File: src/flash_host_consts.vh
// Constants for the parallel flash host controller: register map, commands, timing
`ifndef FLASH_HOST_CONSTS_VH
`define FLASH_HOST_CONSTS_VH
// ****************************************
// APB register offsets (byte addresses)
// ****************************************
`define REG_CTRL 12'h000
`define REG_ADDR 12'h004
`define REG_DATA 12'h008
`define REG_STAT 12'h00C
`define REG_RDATA 12'h010
`define REG_BUF 12'h014
// ****************************************
// Control register fields
// ****************************************
`define CTRL_GO_BIT 0
`define CTRL_OP_LSB 1
`define CTRL_OP_MSB 4
`define CTRL_PWR_BIT 8
`define CTRL_CNT_LSB 16
`define CTRL_CNT_MSB 23
`define CTRL_RESET 32'h0000_0000
// ****************************************
// Host operations
// ****************************************
`define OP_READ_ARRAY 4'h0
`define OP_READ_ID 4'h1
`define OP_READ_CSR 4'h2
`define OP_CLEAR_SR 4'h3
`define OP_WRITE 4'h4
`define OP_ERASE 4'h5
`define OP_SUSPEND 4'h6
`define OP_READ_XSR 4'h7
`define OP_SWAP 4'h8
`define OP_READ_PB 4'h9
`define OP_LOAD_PB 4'hA
`define OP_SEQ_LOAD 4'hB
`define OP_PB_TO_ARRAY 4'hC
`define OP_TWO_BYTE 4'hD
`define OP_EXT2 4'hE
`define OP_EXT1 4'hF
// ****************************************
// Device commands
// ****************************************
`define CMD_READ_ARRAY 8'hFF
`define CMD_READ_ID 8'h90
`define CMD_READ_CSR 8'h70
`define CMD_CLEAR_SR 8'h50
`define CMD_WRITE 8'h40
`define CMD_ERASE 8'h20
`define CMD_SUSPEND 8'hB0
`define CMD_CONFIRM 8'hD0
`define CMD_READ_XSR 8'h71
`define CMD_SWAP 8'h72
`define CMD_READ_PB 8'h75
`define CMD_LOAD_PB 8'h74
`define CMD_SEQ_LOAD 8'hE0
`define CMD_PB_TO_ARRAY 8'h0C
`define CMD_TWO_BYTE 8'hFB
// ****************************************
// Bus timing (ns) and derived cycles
// ****************************************
`define CLK_PERIOD_NS 25
`define T_ACCESS_NS 150
`define T_STROBE_NS 60
`define ACC_CYCLES ((`T_ACCESS_NS + `CLK_PERIOD_NS - 1) / `CLK_PERIOD_NS)
`define WR_CYCLES ((`T_STROBE_NS + `CLK_PERIOD_NS - 1) / `CLK_PERIOD_NS)
`define BUF_DEPTH 256
`endif

File: src/stage_ram.v
// Staging memory holding page-buffer bytes for sequential loads
`timescale 1ns/100ps
module stage_ram #(
    parameter WIDTH = 8,
    parameter DEPTH = 256,
    parameter AW = 8
) (
    input wire pclk,
    input wire wr_en,
    input wire [AW-1:0] wr_addr,
    input wire [WIDTH-1:0] wr_data,
    input wire [AW-1:0] rd_addr,
    output reg [WIDTH-1:0] rd_data
);
    reg [WIDTH-1:0] mem [0:DEPTH-1];
    // Registered read keeps the data path timing clean
    always @(posedge pclk) begin
        if (wr_en) begin
            mem[wr_addr] <= wr_data;
        end
        rd_data <= mem[rd_addr];
    end
endmodule // stage_ram

File: src/flash_host.v
// Host controller driving a byte-wide parallel flash through its bus pins
`timescale 1ns/100ps
`include "flash_host_consts.vh"
module flash_host #(
    parameter AW = 21,
    parameter ACC = `ACC_CYCLES,
    parameter WRC = `WR_CYCLES
) (
    input wire pclk,
    input wire presetn,
    input wire psel,
    input wire penable,
    input wire pwrite,
    input wire [11:0] paddr,
    input wire [31:0] pwdata,
    output reg [31:0] prdata,
    output reg pready,
    output reg pslverr,
    output reg power_down_n,
    output reg chip_select_lo_n,
    output reg chip_select_hi_n,
    output reg oe_n,
    output reg we_n,
    output reg byte_mode_n,
    output reg [AW-1:0] flash_addr,
    output reg [7:0] dq_out,
    output reg dq_oe,
    input wire [7:0] dq_in,
    input wire done_flag_n
);
    // ****************************************
    // Registers and state
    // ****************************************
    localparam S_IDLE = 3'd0;
    localparam S_SETUP = 3'd1;
    localparam S_WSTROBE = 3'd2;
    localparam S_WEND = 3'd3;
    localparam S_RSTROBE = 3'd4;
    localparam S_REND = 3'd5;
    localparam S_NEXT = 3'd6;
    reg [31:0] ctrl_reg;
    reg [AW-1:0] addr_reg;
    reg [15:0] data_reg;
    reg [7:0] rdata_reg;
    reg busy_reg;
    reg [2:0] state_reg;
    reg [3:0] step_reg;
    reg [7:0] buf_wdata;
    reg [7:0] idx_reg;
    reg [3:0] tmr_reg;
    reg cyc_wr;
    reg [AW-1:0] cyc_addr;
    reg [7:0] cyc_data;
    reg last_cyc;
    reg buf_wr;
    reg [7:0] buf_waddr;
    wire [7:0] buf_rdata;
    wire [3:0] op = ctrl_reg[`CTRL_OP_MSB:`CTRL_OP_LSB];
    wire [7:0] cnt_cfg = ctrl_reg[`CTRL_CNT_MSB:`CTRL_CNT_LSB];
    wire apb_wr = psel & penable & pwrite;
    wire apb_rd = psel & ~penable & ~pwrite;
    wire hit = (paddr == `REG_CTRL) | (paddr == `REG_ADDR) | (paddr == `REG_DATA) |
        (paddr == `REG_STAT) | (paddr == `REG_RDATA) | (paddr == `REG_BUF);
    // Read is one clock late, so fetch the next byte while the current cycle closes
    wire [7:0] rd_idx = ((state_reg == S_NEXT) && (step_reg >= 4'd3)) ? idx_reg + 8'h01 : idx_reg;
    // Page buffer staging memory for sequential loads
    stage_ram #(.WIDTH(8), .DEPTH(`BUF_DEPTH), .AW(8)) u_stage (
        .pclk(pclk),
        .wr_en(buf_wr),
        .wr_addr(buf_waddr),
        .wr_data(buf_wdata),
        .rd_addr(rd_idx),
        .rd_data(buf_rdata)
    );
    // Command byte of an operation's first cycle
    function [7:0] first_cmd;
        input [3:0] o;
        input [7:0] ext;
        begin
            case (o)
                `OP_READ_ARRAY: first_cmd = `CMD_READ_ARRAY;
                `OP_READ_ID: first_cmd = `CMD_READ_ID;
                `OP_READ_CSR: first_cmd = `CMD_READ_CSR;
                `OP_CLEAR_SR: first_cmd = `CMD_CLEAR_SR;
                `OP_WRITE: first_cmd = `CMD_WRITE;
                `OP_ERASE: first_cmd = `CMD_ERASE;
                `OP_SUSPEND: first_cmd = `CMD_SUSPEND;
                `OP_READ_XSR: first_cmd = `CMD_READ_XSR;
                `OP_SWAP: first_cmd = `CMD_SWAP;
                `OP_READ_PB: first_cmd = `CMD_READ_PB;
                `OP_LOAD_PB: first_cmd = `CMD_LOAD_PB;
                `OP_SEQ_LOAD: first_cmd = `CMD_SEQ_LOAD;
                `OP_PB_TO_ARRAY: first_cmd = `CMD_PB_TO_ARRAY;
                `OP_TWO_BYTE: first_cmd = `CMD_TWO_BYTE;
                default: first_cmd = ext;
            endcase
        end
    endfunction
    // ****************************************
    // APB slave
    // ****************************************
    // No wait state; writes land at the access edge and are dropped while busy; unmapped addresses give an error
    always @(posedge pclk or negedge presetn) begin
        if (!presetn) begin
            ctrl_reg <= `CTRL_RESET;
            addr_reg <= {AW{1'b0}};
            data_reg <= 16'h0000;
            prdata <= 32'h0000_0000;
            pready <= 1'b0;
            pslverr <= 1'b0;
            buf_wr <= 1'b0;
            buf_waddr <= 8'h00;
            buf_wdata <= 8'h00;
        end else begin
            pready <= psel & ~penable;
            pslverr <= psel & ~penable & ~hit;
            buf_wr <= 1'b0;
            if (apb_wr & pready & ~busy_reg) begin
                case (paddr)
                    `REG_CTRL: ctrl_reg <= pwdata;
                    `REG_ADDR: addr_reg <= pwdata[AW-1:0];
                    `REG_DATA: data_reg <= pwdata[15:0];
                    `REG_BUF: begin
                        buf_wr <= 1'b1;
                        buf_waddr <= pwdata[15:8];
                        buf_wdata <= pwdata[7:0];
                    end
                    default: ;
                endcase
            end else if (ctrl_reg[`CTRL_GO_BIT] & (busy_reg | ~ctrl_reg[`CTRL_PWR_BIT])) begin
                ctrl_reg[`CTRL_GO_BIT] <= 1'b0;
            end
            if (apb_rd) begin
                case (paddr)
                    `REG_CTRL: prdata <= ctrl_reg;
                    `REG_ADDR: prdata <= {{(32-AW){1'b0}}, addr_reg};
                    `REG_DATA: prdata <= {16'h0000, data_reg};
                    `REG_STAT: prdata <= {30'h0, ~done_flag_n, busy_reg};
                    `REG_RDATA: prdata <= {24'h000000, rdata_reg};
                    default: prdata <= 32'h0000_0000;
                endcase
            end
        end
    end
    // ****************************************
    // Sequence planner: what the current cycle does
    // ****************************************
    // Byte select bit flips for the second byte of a pair
    always @* begin
        cyc_wr = 1'b1;
        cyc_addr = {AW{1'b0}};
        cyc_data = first_cmd(op, data_reg[15:8]);
        last_cyc = 1'b0;
        if (step_reg != 4'd0) begin
            case (op)
                `OP_READ_ARRAY, `OP_READ_ID, `OP_READ_CSR, `OP_READ_XSR, `OP_READ_PB: begin
                    cyc_wr = 1'b0;
                    cyc_addr = addr_reg;
                    last_cyc = 1'b1;
                end
                `OP_WRITE, `OP_LOAD_PB: begin
                    cyc_addr = addr_reg;
                    cyc_data = data_reg[7:0];
                    last_cyc = 1'b1;
                end
                `OP_ERASE, `OP_SUSPEND, `OP_EXT2: begin
                    cyc_addr = addr_reg;
                    cyc_data = (op == `OP_EXT2) ? data_reg[7:0] : `CMD_CONFIRM;
                    last_cyc = 1'b1;
                end
                `OP_TWO_BYTE: begin
                    cyc_addr = {addr_reg[AW-1:1], addr_reg[0] ^ (step_reg == 4'd2)};
                    cyc_data = (addr_reg[0] ^ (step_reg == 4'd2)) ? data_reg[15:8] :
                        data_reg[7:0];
                    last_cyc = (step_reg == 4'd2);
                end
                `OP_PB_TO_ARRAY: begin
                    cyc_addr = (step_reg == 4'd1) ? {{(AW-1){1'b0}}, addr_reg[0]} : addr_reg;
                    cyc_data = ((step_reg == 4'd1) ^ addr_reg[0]) ? cnt_cfg : 8'h00;
                    last_cyc = (step_reg == 4'd2);
                end
                `OP_SEQ_LOAD: begin
                    if (step_reg == 4'd1) begin
                        cyc_data = cnt_cfg;
                    end else if (step_reg == 4'd2) begin
                        cyc_data = 8'h00;
                    end else begin
                        cyc_addr = addr_reg + {{(AW-8){1'b0}}, idx_reg};
                        cyc_data = buf_rdata;
                        last_cyc = (idx_reg == cnt_cfg);
                    end
                end
                default: last_cyc = 1'b1;
            endcase
        end else begin
            last_cyc = (op == `OP_CLEAR_SR) | (op == `OP_SWAP) | (op == `OP_EXT1);
        end
    end
    // ****************************************
    // Bus cycle engine
    // ****************************************
    // Write data is held past the strobe's rising edge so the device latches it
    always @(posedge pclk or negedge presetn) begin
        if (!presetn) begin
            state_reg <= S_IDLE;
            busy_reg <= 1'b0;
            step_reg <= 4'd0;
            idx_reg <= 8'h00;
            tmr_reg <= 4'd0;
            rdata_reg <= 8'h00;
            power_down_n <= 1'b0;
            chip_select_lo_n <= 1'b1;
            chip_select_hi_n <= 1'b1;
            oe_n <= 1'b1;
            we_n <= 1'b1;
            byte_mode_n <= 1'b0;
            flash_addr <= {AW{1'b0}};
            dq_out <= 8'h00;
            dq_oe <= 1'b0;
        end else begin
            power_down_n <= ctrl_reg[`CTRL_PWR_BIT];
            byte_mode_n <= 1'b0;
            case (state_reg)
                S_IDLE: begin
                    chip_select_lo_n <= 1'b1;
                    chip_select_hi_n <= 1'b1;
                    if (ctrl_reg[`CTRL_GO_BIT] & ~busy_reg & ctrl_reg[`CTRL_PWR_BIT]) begin
                        busy_reg <= 1'b1;
                        step_reg <= 4'd0;
                        idx_reg <= 8'h00;
                        state_reg <= S_SETUP;
                    end
                end
                S_SETUP: begin
                    chip_select_lo_n <= 1'b0;
                    chip_select_hi_n <= 1'b0;
                    flash_addr <= cyc_addr;
                    dq_out <= cyc_data;
                    dq_oe <= cyc_wr;
                    tmr_reg <= 4'd0;
                    state_reg <= cyc_wr ? S_WSTROBE : S_RSTROBE;
                end
                S_WSTROBE: begin
                    we_n <= 1'b0;
                    tmr_reg <= tmr_reg + 4'd1;
                    if (tmr_reg == WRC[3:0]) begin
                        we_n <= 1'b1;
                        state_reg <= S_WEND;
                    end
                end
                S_WEND: begin
                    dq_oe <= 1'b0;
                    state_reg <= S_NEXT;
                end
                S_RSTROBE: begin
                    oe_n <= 1'b0;
                    tmr_reg <= tmr_reg + 4'd1;
                    if (tmr_reg == ACC[3:0]) begin
                        state_reg <= S_REND;
                    end
                end
                S_REND: begin
                    rdata_reg <= dq_in;
                    oe_n <= 1'b1;
                    state_reg <= S_NEXT;
                end
                S_NEXT: begin
                    chip_select_lo_n <= 1'b1;
                    chip_select_hi_n <= 1'b1;
                    if (last_cyc) begin
                        busy_reg <= 1'b0;
                        state_reg <= S_IDLE;
                    end else begin
                        if (step_reg >= 4'd3) begin
                            idx_reg <= idx_reg + 8'h01;
                        end else begin
                            step_reg <= step_reg + 4'd1;
                        end
                        state_reg <= S_SETUP;
                    end
                end
                default: state_reg <= S_IDLE;
            endcase
            if (!ctrl_reg[`CTRL_PWR_BIT]) begin
                busy_reg <= 1'b0;
                state_reg <= S_IDLE;
                we_n <= 1'b1;
                oe_n <= 1'b1;
                dq_oe <= 1'b0;
            end
        end
    end
endmodule // flash_host

File: config.mk
export PLATFORM = sky130hd
export DESIGN_NAME = flash_host
export DESIGN_NICKNAME = d
export VERILOG_FILES = /design/src/stage_ram.v /design/src/flash_host.v
export VERILOG_INCLUDE_DIRS = /design/src
export SDC_FILE = /design/constraint.sdc
export NUM_CORES = 2
export LEC_CHECK = 0
export BUFFER_PORTS_ARGS = -buffer_cell sky130_fd_sc_hd__buf_4
export CAP_MARGIN = 15
export CORE_MARGIN = 4
export CORE_UTILIZATION = 49
export DETAILED_ROUTE_END_ITERATION = 6
export GPL_TIMING_DRIVEN = 1
export PLACE_DENSITY = 0.62
export SKIP_LAST_GASP = 1
export SYNTH_ARGS = -nofsm -noshare
export SYNTH_HDL_FRONTEND = slang
export SYNTH_SLANG_ARGS = --single-unit
File: constraint.sdc
create_clock -name pclk -period 5.3 [get_ports pclk]
set_input_delay 0 -clock pclk [delete_from_list [all_inputs] [get_ports pclk]]
set_output_delay 0 -clock pclk [all_outputs]
set_load 0.01 [all_outputs]
# Word level (Yosys, flattened, before mapping)
# Memories as Yosys holds them, arrays and structs flattened. A register that Yosys moved wholly into a read port is not among the register bits.
# Index checks and enable logic that the tools add are counted.
dict set report totals {
  output_inout_bits 70
  wordCells 181
  register_bits 182
  mem_count 1
  input_bits 58
  ramBits 2048
}
dict set report classes {
  order_cmp 1
  reduce_logical 26
  muxes 56
  n_addsub 4
  eq_ne 44
  bitwise 26
}
# name depth width rd rd_clocked_by_memory_dff wr line
set mem_list {}
lappend mem_list {u_stage.mem 256 8 1 1 1 stage_ram.v:15} ;# reg [WIDTH-1:0] mem [0:DEPTH-1];
# cell n
set ops {}
lappend ops {{32-bit case mux with 5 select lines} 1}
lappend ops {{8-bit case mux with 14 select lines} 1}
lappend ops {{21-bit two-way mux} 4}
lappend ops {{21-bit case mux with 4 select lines} 1}
lappend ops {{8-bit two-way mux} 10}
lappend ops {{8-bit case mux with 5 select lines} 1}
lappend ops {{4-bit == test, second input constant} 8}
lappend ops {{12-bit by 4-bit == test with 1-bit output, second input constant} 2}
lappend ops {{12-bit by 5-bit == test with 1-bit output, second input constant} 2}
lappend ops {{21-bit by 8-bit adder with 21-bit output} 1}
lappend ops {{1-bit two-way mux} 21}
lappend ops {{4-bit by 3-bit == test with 1-bit output, second input constant} 5}
lappend ops {{3-bit case mux with 6 select lines} 1}
lappend ops {{4-bit by 2-bit == test with 1-bit output, second input constant} 4}
lappend ops {{4-bit case mux with 2 select lines} 2}
lappend ops {{8-bit case mux with 2 select lines} 1}
lappend ops {{3-bit two-way mux} 5}
lappend ops {{12-bit by 3-bit == test with 1-bit output, second input constant} 1}
lappend ops {{12-bit logical NOT} 1}
lappend ops {{4-bit two-way mux} 3}
lappend ops {{3-bit != test, second input constant} 4}
lappend ops {{1-bit bitwise AND} 10}
lappend ops {{1-bit case mux with 2 select lines} 5}
lappend ops {{2-bit AND reduction} 5}
lappend ops {{other kinds (25)} 58}

# Depth between registers and ports, before layout
dict set report depth {
  word_depth 8
  depth_mapped 15
  depth_no_buf 11
}

# Hierarchy
# From an unflattened synthesis, not the netlist that was laid out.
dict set report hier_totals {
  hier_cells 4631
  hier_area_um2 89105.5
}
# mod area_per_inst_um2 instances seq_area_each_um2 cells_each
set modules_own_cells {}
lappend modules_own_cells {stage_ram 79556.3 1 61659.1 3733}
lappend modules_own_cells {flash_host 9549.2 1 4558.1 898}

# Worst setup path after synthesis
# No wires, ideal clock.
dict set report synth_timing {
  path_type {flip-flop to flip-flop}
  startpoint {register buf_wdata[0]}
  endpoint {memory u_stage.mem[0][0], data pin}
  required_time_ps 4496
  setup_ps 804
  arrival_ps 3183
  stages_incl_launch_ff 1
  path_buffers 0
  path_slack_ps 1313
  period_less_slack_ps 3987
  cell_sequence {dfrtp_1}
}
# element line
set synth_rtl {}
lappend synth_rtl {{start: declaration} flash_host.v:48} ;# reg [7:0] buf_wdata;
lappend synth_rtl {{start signal: assignment} flash_host.v:126} ;# buf_wdata <= pwdata[7:0];
lappend synth_rtl {{end: declaration} stage_ram.v:15}
# No word-level cell before the write port.

# Final worst setup path
dict set report layout_timing {
  startpoint {register step_reg[1]}
  endpoint {register u_stage.rd_data[6] (read register of u_stage.mem)}
}
dict set report layout_via {
  elab_chain_len 3
}
# element line
set layout_rtl {}
lappend layout_rtl {{start: declaration} flash_host.v:47} ;# reg [3:0] step_reg;
lappend layout_rtl {{start signal: assignment} flash_host.v:277} ;# step_reg <= step_reg + 4'd1;
lappend layout_rtl {{4-bit by 2-bit >= comparator with 1-bit output} flash_host.v:65} ;# wire [7:0] rd_idx = ((state_reg == S_NEXT) && (step_reg >= 4'd3)) ? idx_reg + 8'h01 : idx_reg;
lappend layout_rtl {{1-bit logical AND} flash_host.v:65}
lappend layout_rtl {{8-bit two-way mux} flash_host.v:65}
lappend layout_rtl {{end: declaration} stage_ram.v:13} ;# output reg [WIDTH-1:0] rd_data
# Every way passes these cells.
# A chain may end at the register's enable or synchronous reset.

==> metrics.cfg <==
[run]
max_cap_violations=0

[global_route]
grt_max_degree=162
grt_pass1_wl_mm=454.8
grt_use_met2_pct=43.64
grt_pass1_vias=68070
met1_usage_pct=39.46
grt_busiest_layer=met2
antenna_found_initial=13
grt_usage_pct=27.98
grt.overflow.total=0
met3_usage_pct=5.170

[sta]
slew_viol_final=0
setup_viol=0
fin_ws_ns=0.08128
rsz0062_at_grt=no
fmax_mhz=191.6
fin_tns_setup_ns=0
worst_slew_pin_slew_ns=1.183
slew_headroom_pct=20.83
fin_worst_skew_ns=0.02990
period_minus_slack_ns=5.219
hold_viol=0
whs_ns=0.1418
period_share_pct=98.47

[cells_and_area]
area_growth_pct=13.19
final_util_pct=55.93
fillCellCount=16470
largest_register_ffs=2048
nNetsFinal=7577
drive_gt1_share_pct=14.20

[synthesis]
synthCells=7383
synth_cell_types=87
ys_ff_latch=2238
async_flop_share_pct=8.132
yosys_warnings=0
synth_seq_area_share_pct=64.52
syn_nets=7457
synth-edff-count=2048
ys.flop_type=edfxtp_1
syn-mean-instance-area_um2=13.90
syn_area_um2=102600

[power]
p_leak_uw=0.03157
cellPowerDensity_nw_per_um2=305.1
ir_drop_uv=369.2

[route]
ant_nets=0
drtIter0Drc=9603
dr.pass1.iters=7
drc=2
via_per_inst=6.818
wl_per_cell_um=29.79
num_vias=71570
drt_wl_total_mm=312.7

[worst_hold_path]
min_path_type=in2reg

[clocking]
cts_buffers=231
cts_sinks=2238
root_buffer=clkbuf_16
cts_tree=done
path_clk_slew_ns=0.06
clock_path_buffers=3
htreeDepth=4
clock_latency_ns=0.89

[worst_setup_path]
end_kind=register
cp_data_arrival_time_ns=6.00
critical_path_class=reg2reg
cp.required_ns=6.08
critPathMaxFanout=31
start_kind=register

[floorplanning]
die_w_um=465.7
dieHeight_um=465.7
fp.dieArea_um2=216800
io_pins=128
fp-row-count=167
start_util_pct=49.41
core_area_um2=207700

[place]
io_buffers=126
dp.final_hpwl_mm=187.3
preCtsSetupSlack_ns=0.1492
place.gp.congestion=0.8845

[run_status]
outcome=finished with violations
violations=design-rule violations

-- placed cells by master (no fill, tap or decap), drive strengths merged, types with 15 or more instances in the layout --
cell	count
a211oi	43
a21oi	72
a221oi	15
a22oi	18
a31oi	48
buf	418
bufinv	21
clkbuf	303
clkinv	95
dfrtp	179
dlygate4sd3	115
edfxtp	2048
ha	15
inv	26
mux2	91
mux2i	842
mux4	198
nand2	210
nand3	105
nand4	42
nor2	392
nor2b	37
nor3	514
nor4	68
o21ai	255
o221ai	196
o22ai	1073
o32ai	40
xnor2	16
-- through the flow --
step,cell area [µm²],total power (µW),cells
after CTS,116100,35590,10490
after global placement,107400,19460,9940
after floorplan,102600,19380,7383
final,116200,35450,10500
after detailed placement,107400,19460,9942
after global routing,116100,36370,10490
-- cells in the mapped netlist, drive strengths merged (13+ instances only) --
library cell	number	share of area [%]
a221oi	15	0.13
a22oi	18	0.13
nor3	514	2.5
o221ai	196	1.7
nor4	68	0.43
o22ai	1073	6.5
o21ai	255	1.2
a21o	13	0.095
nand3	105	0.51
a211oi	43	0.31
a31oi	48	0.30
nor3b	13	0.095
ha	15	0.18
or3	13	0.079
o32ai	40	0.34
edfxtp	2048	60
xnor2	16	0.14
inv	20	0.073
nand2	210	0.78
dfrtp	179	4.4
mux2i	842	8.2
a222oi	14	0.14
mux4	198	4.4
a21oi	72	0.35
buf	293	1.5
nor2	392	1.4
mux2	91	1.0
nor2b	37	0.23
clkbuf	354	1.3
nand4	42	0.26
-- report_power, final --
group / switching, µW / leakage, µW / internal [µW] / total [µW]
registers: 3.74 / 0.0167 / 19000 / 19000
clock network: 6940 / 0.00370 / 9350 / 16300
logic: 73.6 / 0.0112 / 82.6 / 156
-- timing repair --
action                     4_1_cts  5_1_grt
hold endpoints to repair       309        0
setup buffers                    0        0
resized for setup                0        2
hold buffers                   116        0
setup endpoints to repair        0        1
-- critical path: stages (launching register included) --
cell and delay (ns):
dfrtp_1 0.42, ha_1 0.29, or3_1 0.68, nand2_8 0.24, o32ai_1 0.69, or2_4 0.53
buf_4 0.51, o21ai_0 0.30, a31oi_1 0.71, nand4_1 0.40, nand4_1 0.32
-- metal layers --
layer  vias to the layer above  share of wire (%)
met3                       607                9.9
li1                      30520                  -
met1                     36390                 41
met4                         6                3.6
met2                      4039                 46
met5                         -              0.083
-- cells by family (layout without fill, tap and decap cells) --
family | Yosys count | after routing | share of synthesized area (%)
other | 1 | 10 | 0.003654
DFF | 2238 | 2238 | 64.52
and+or+nand+nor | 1444 | 1444 | 6.708
xor gates and xnor gates | 25 | 25 | 0.2280
adders and majority gates | 16 | 16 | 0.2024
buffers and inverters | 667 | 983 | 2.863
muxes | 1131 | 1131 | 13.60
AOI/OAI and AO/OA | 1861 | 1861 | 11.88
-- worst paths after layout --
check,startpoint,endpoint,slack (ns),cells past startpoint
max,step_reg[1],u_stage.rd_data[6],0.08,10
min,paddr[8],prdata[1],0.14,6
max reg2reg,step_reg[1],u_stage.rd_data[6],0.08,10
min reg2reg,prdata[22],prdata[22],0.47,2
max in group asynchronous,presetn,buf_wdata[1],4.04,4
min in group asynchronous,presetn,chip_select_hi_n,0.26,3
-- layout make-up --
class	count	area (µm²)	share of cell area [%]
timing repair buffer	534	5035	4.334
tap	2788	3488	3.003
multi-input combinational	4478	33710	29.01
inverter	20	82.58	0.07109
clock inverter	127	1287	1.108
sequential	2238	66250	57.03
antenna	9	22.52	0.01939
clock buffer	302	6291	5.415
Power figures use the tool's default switching activity.
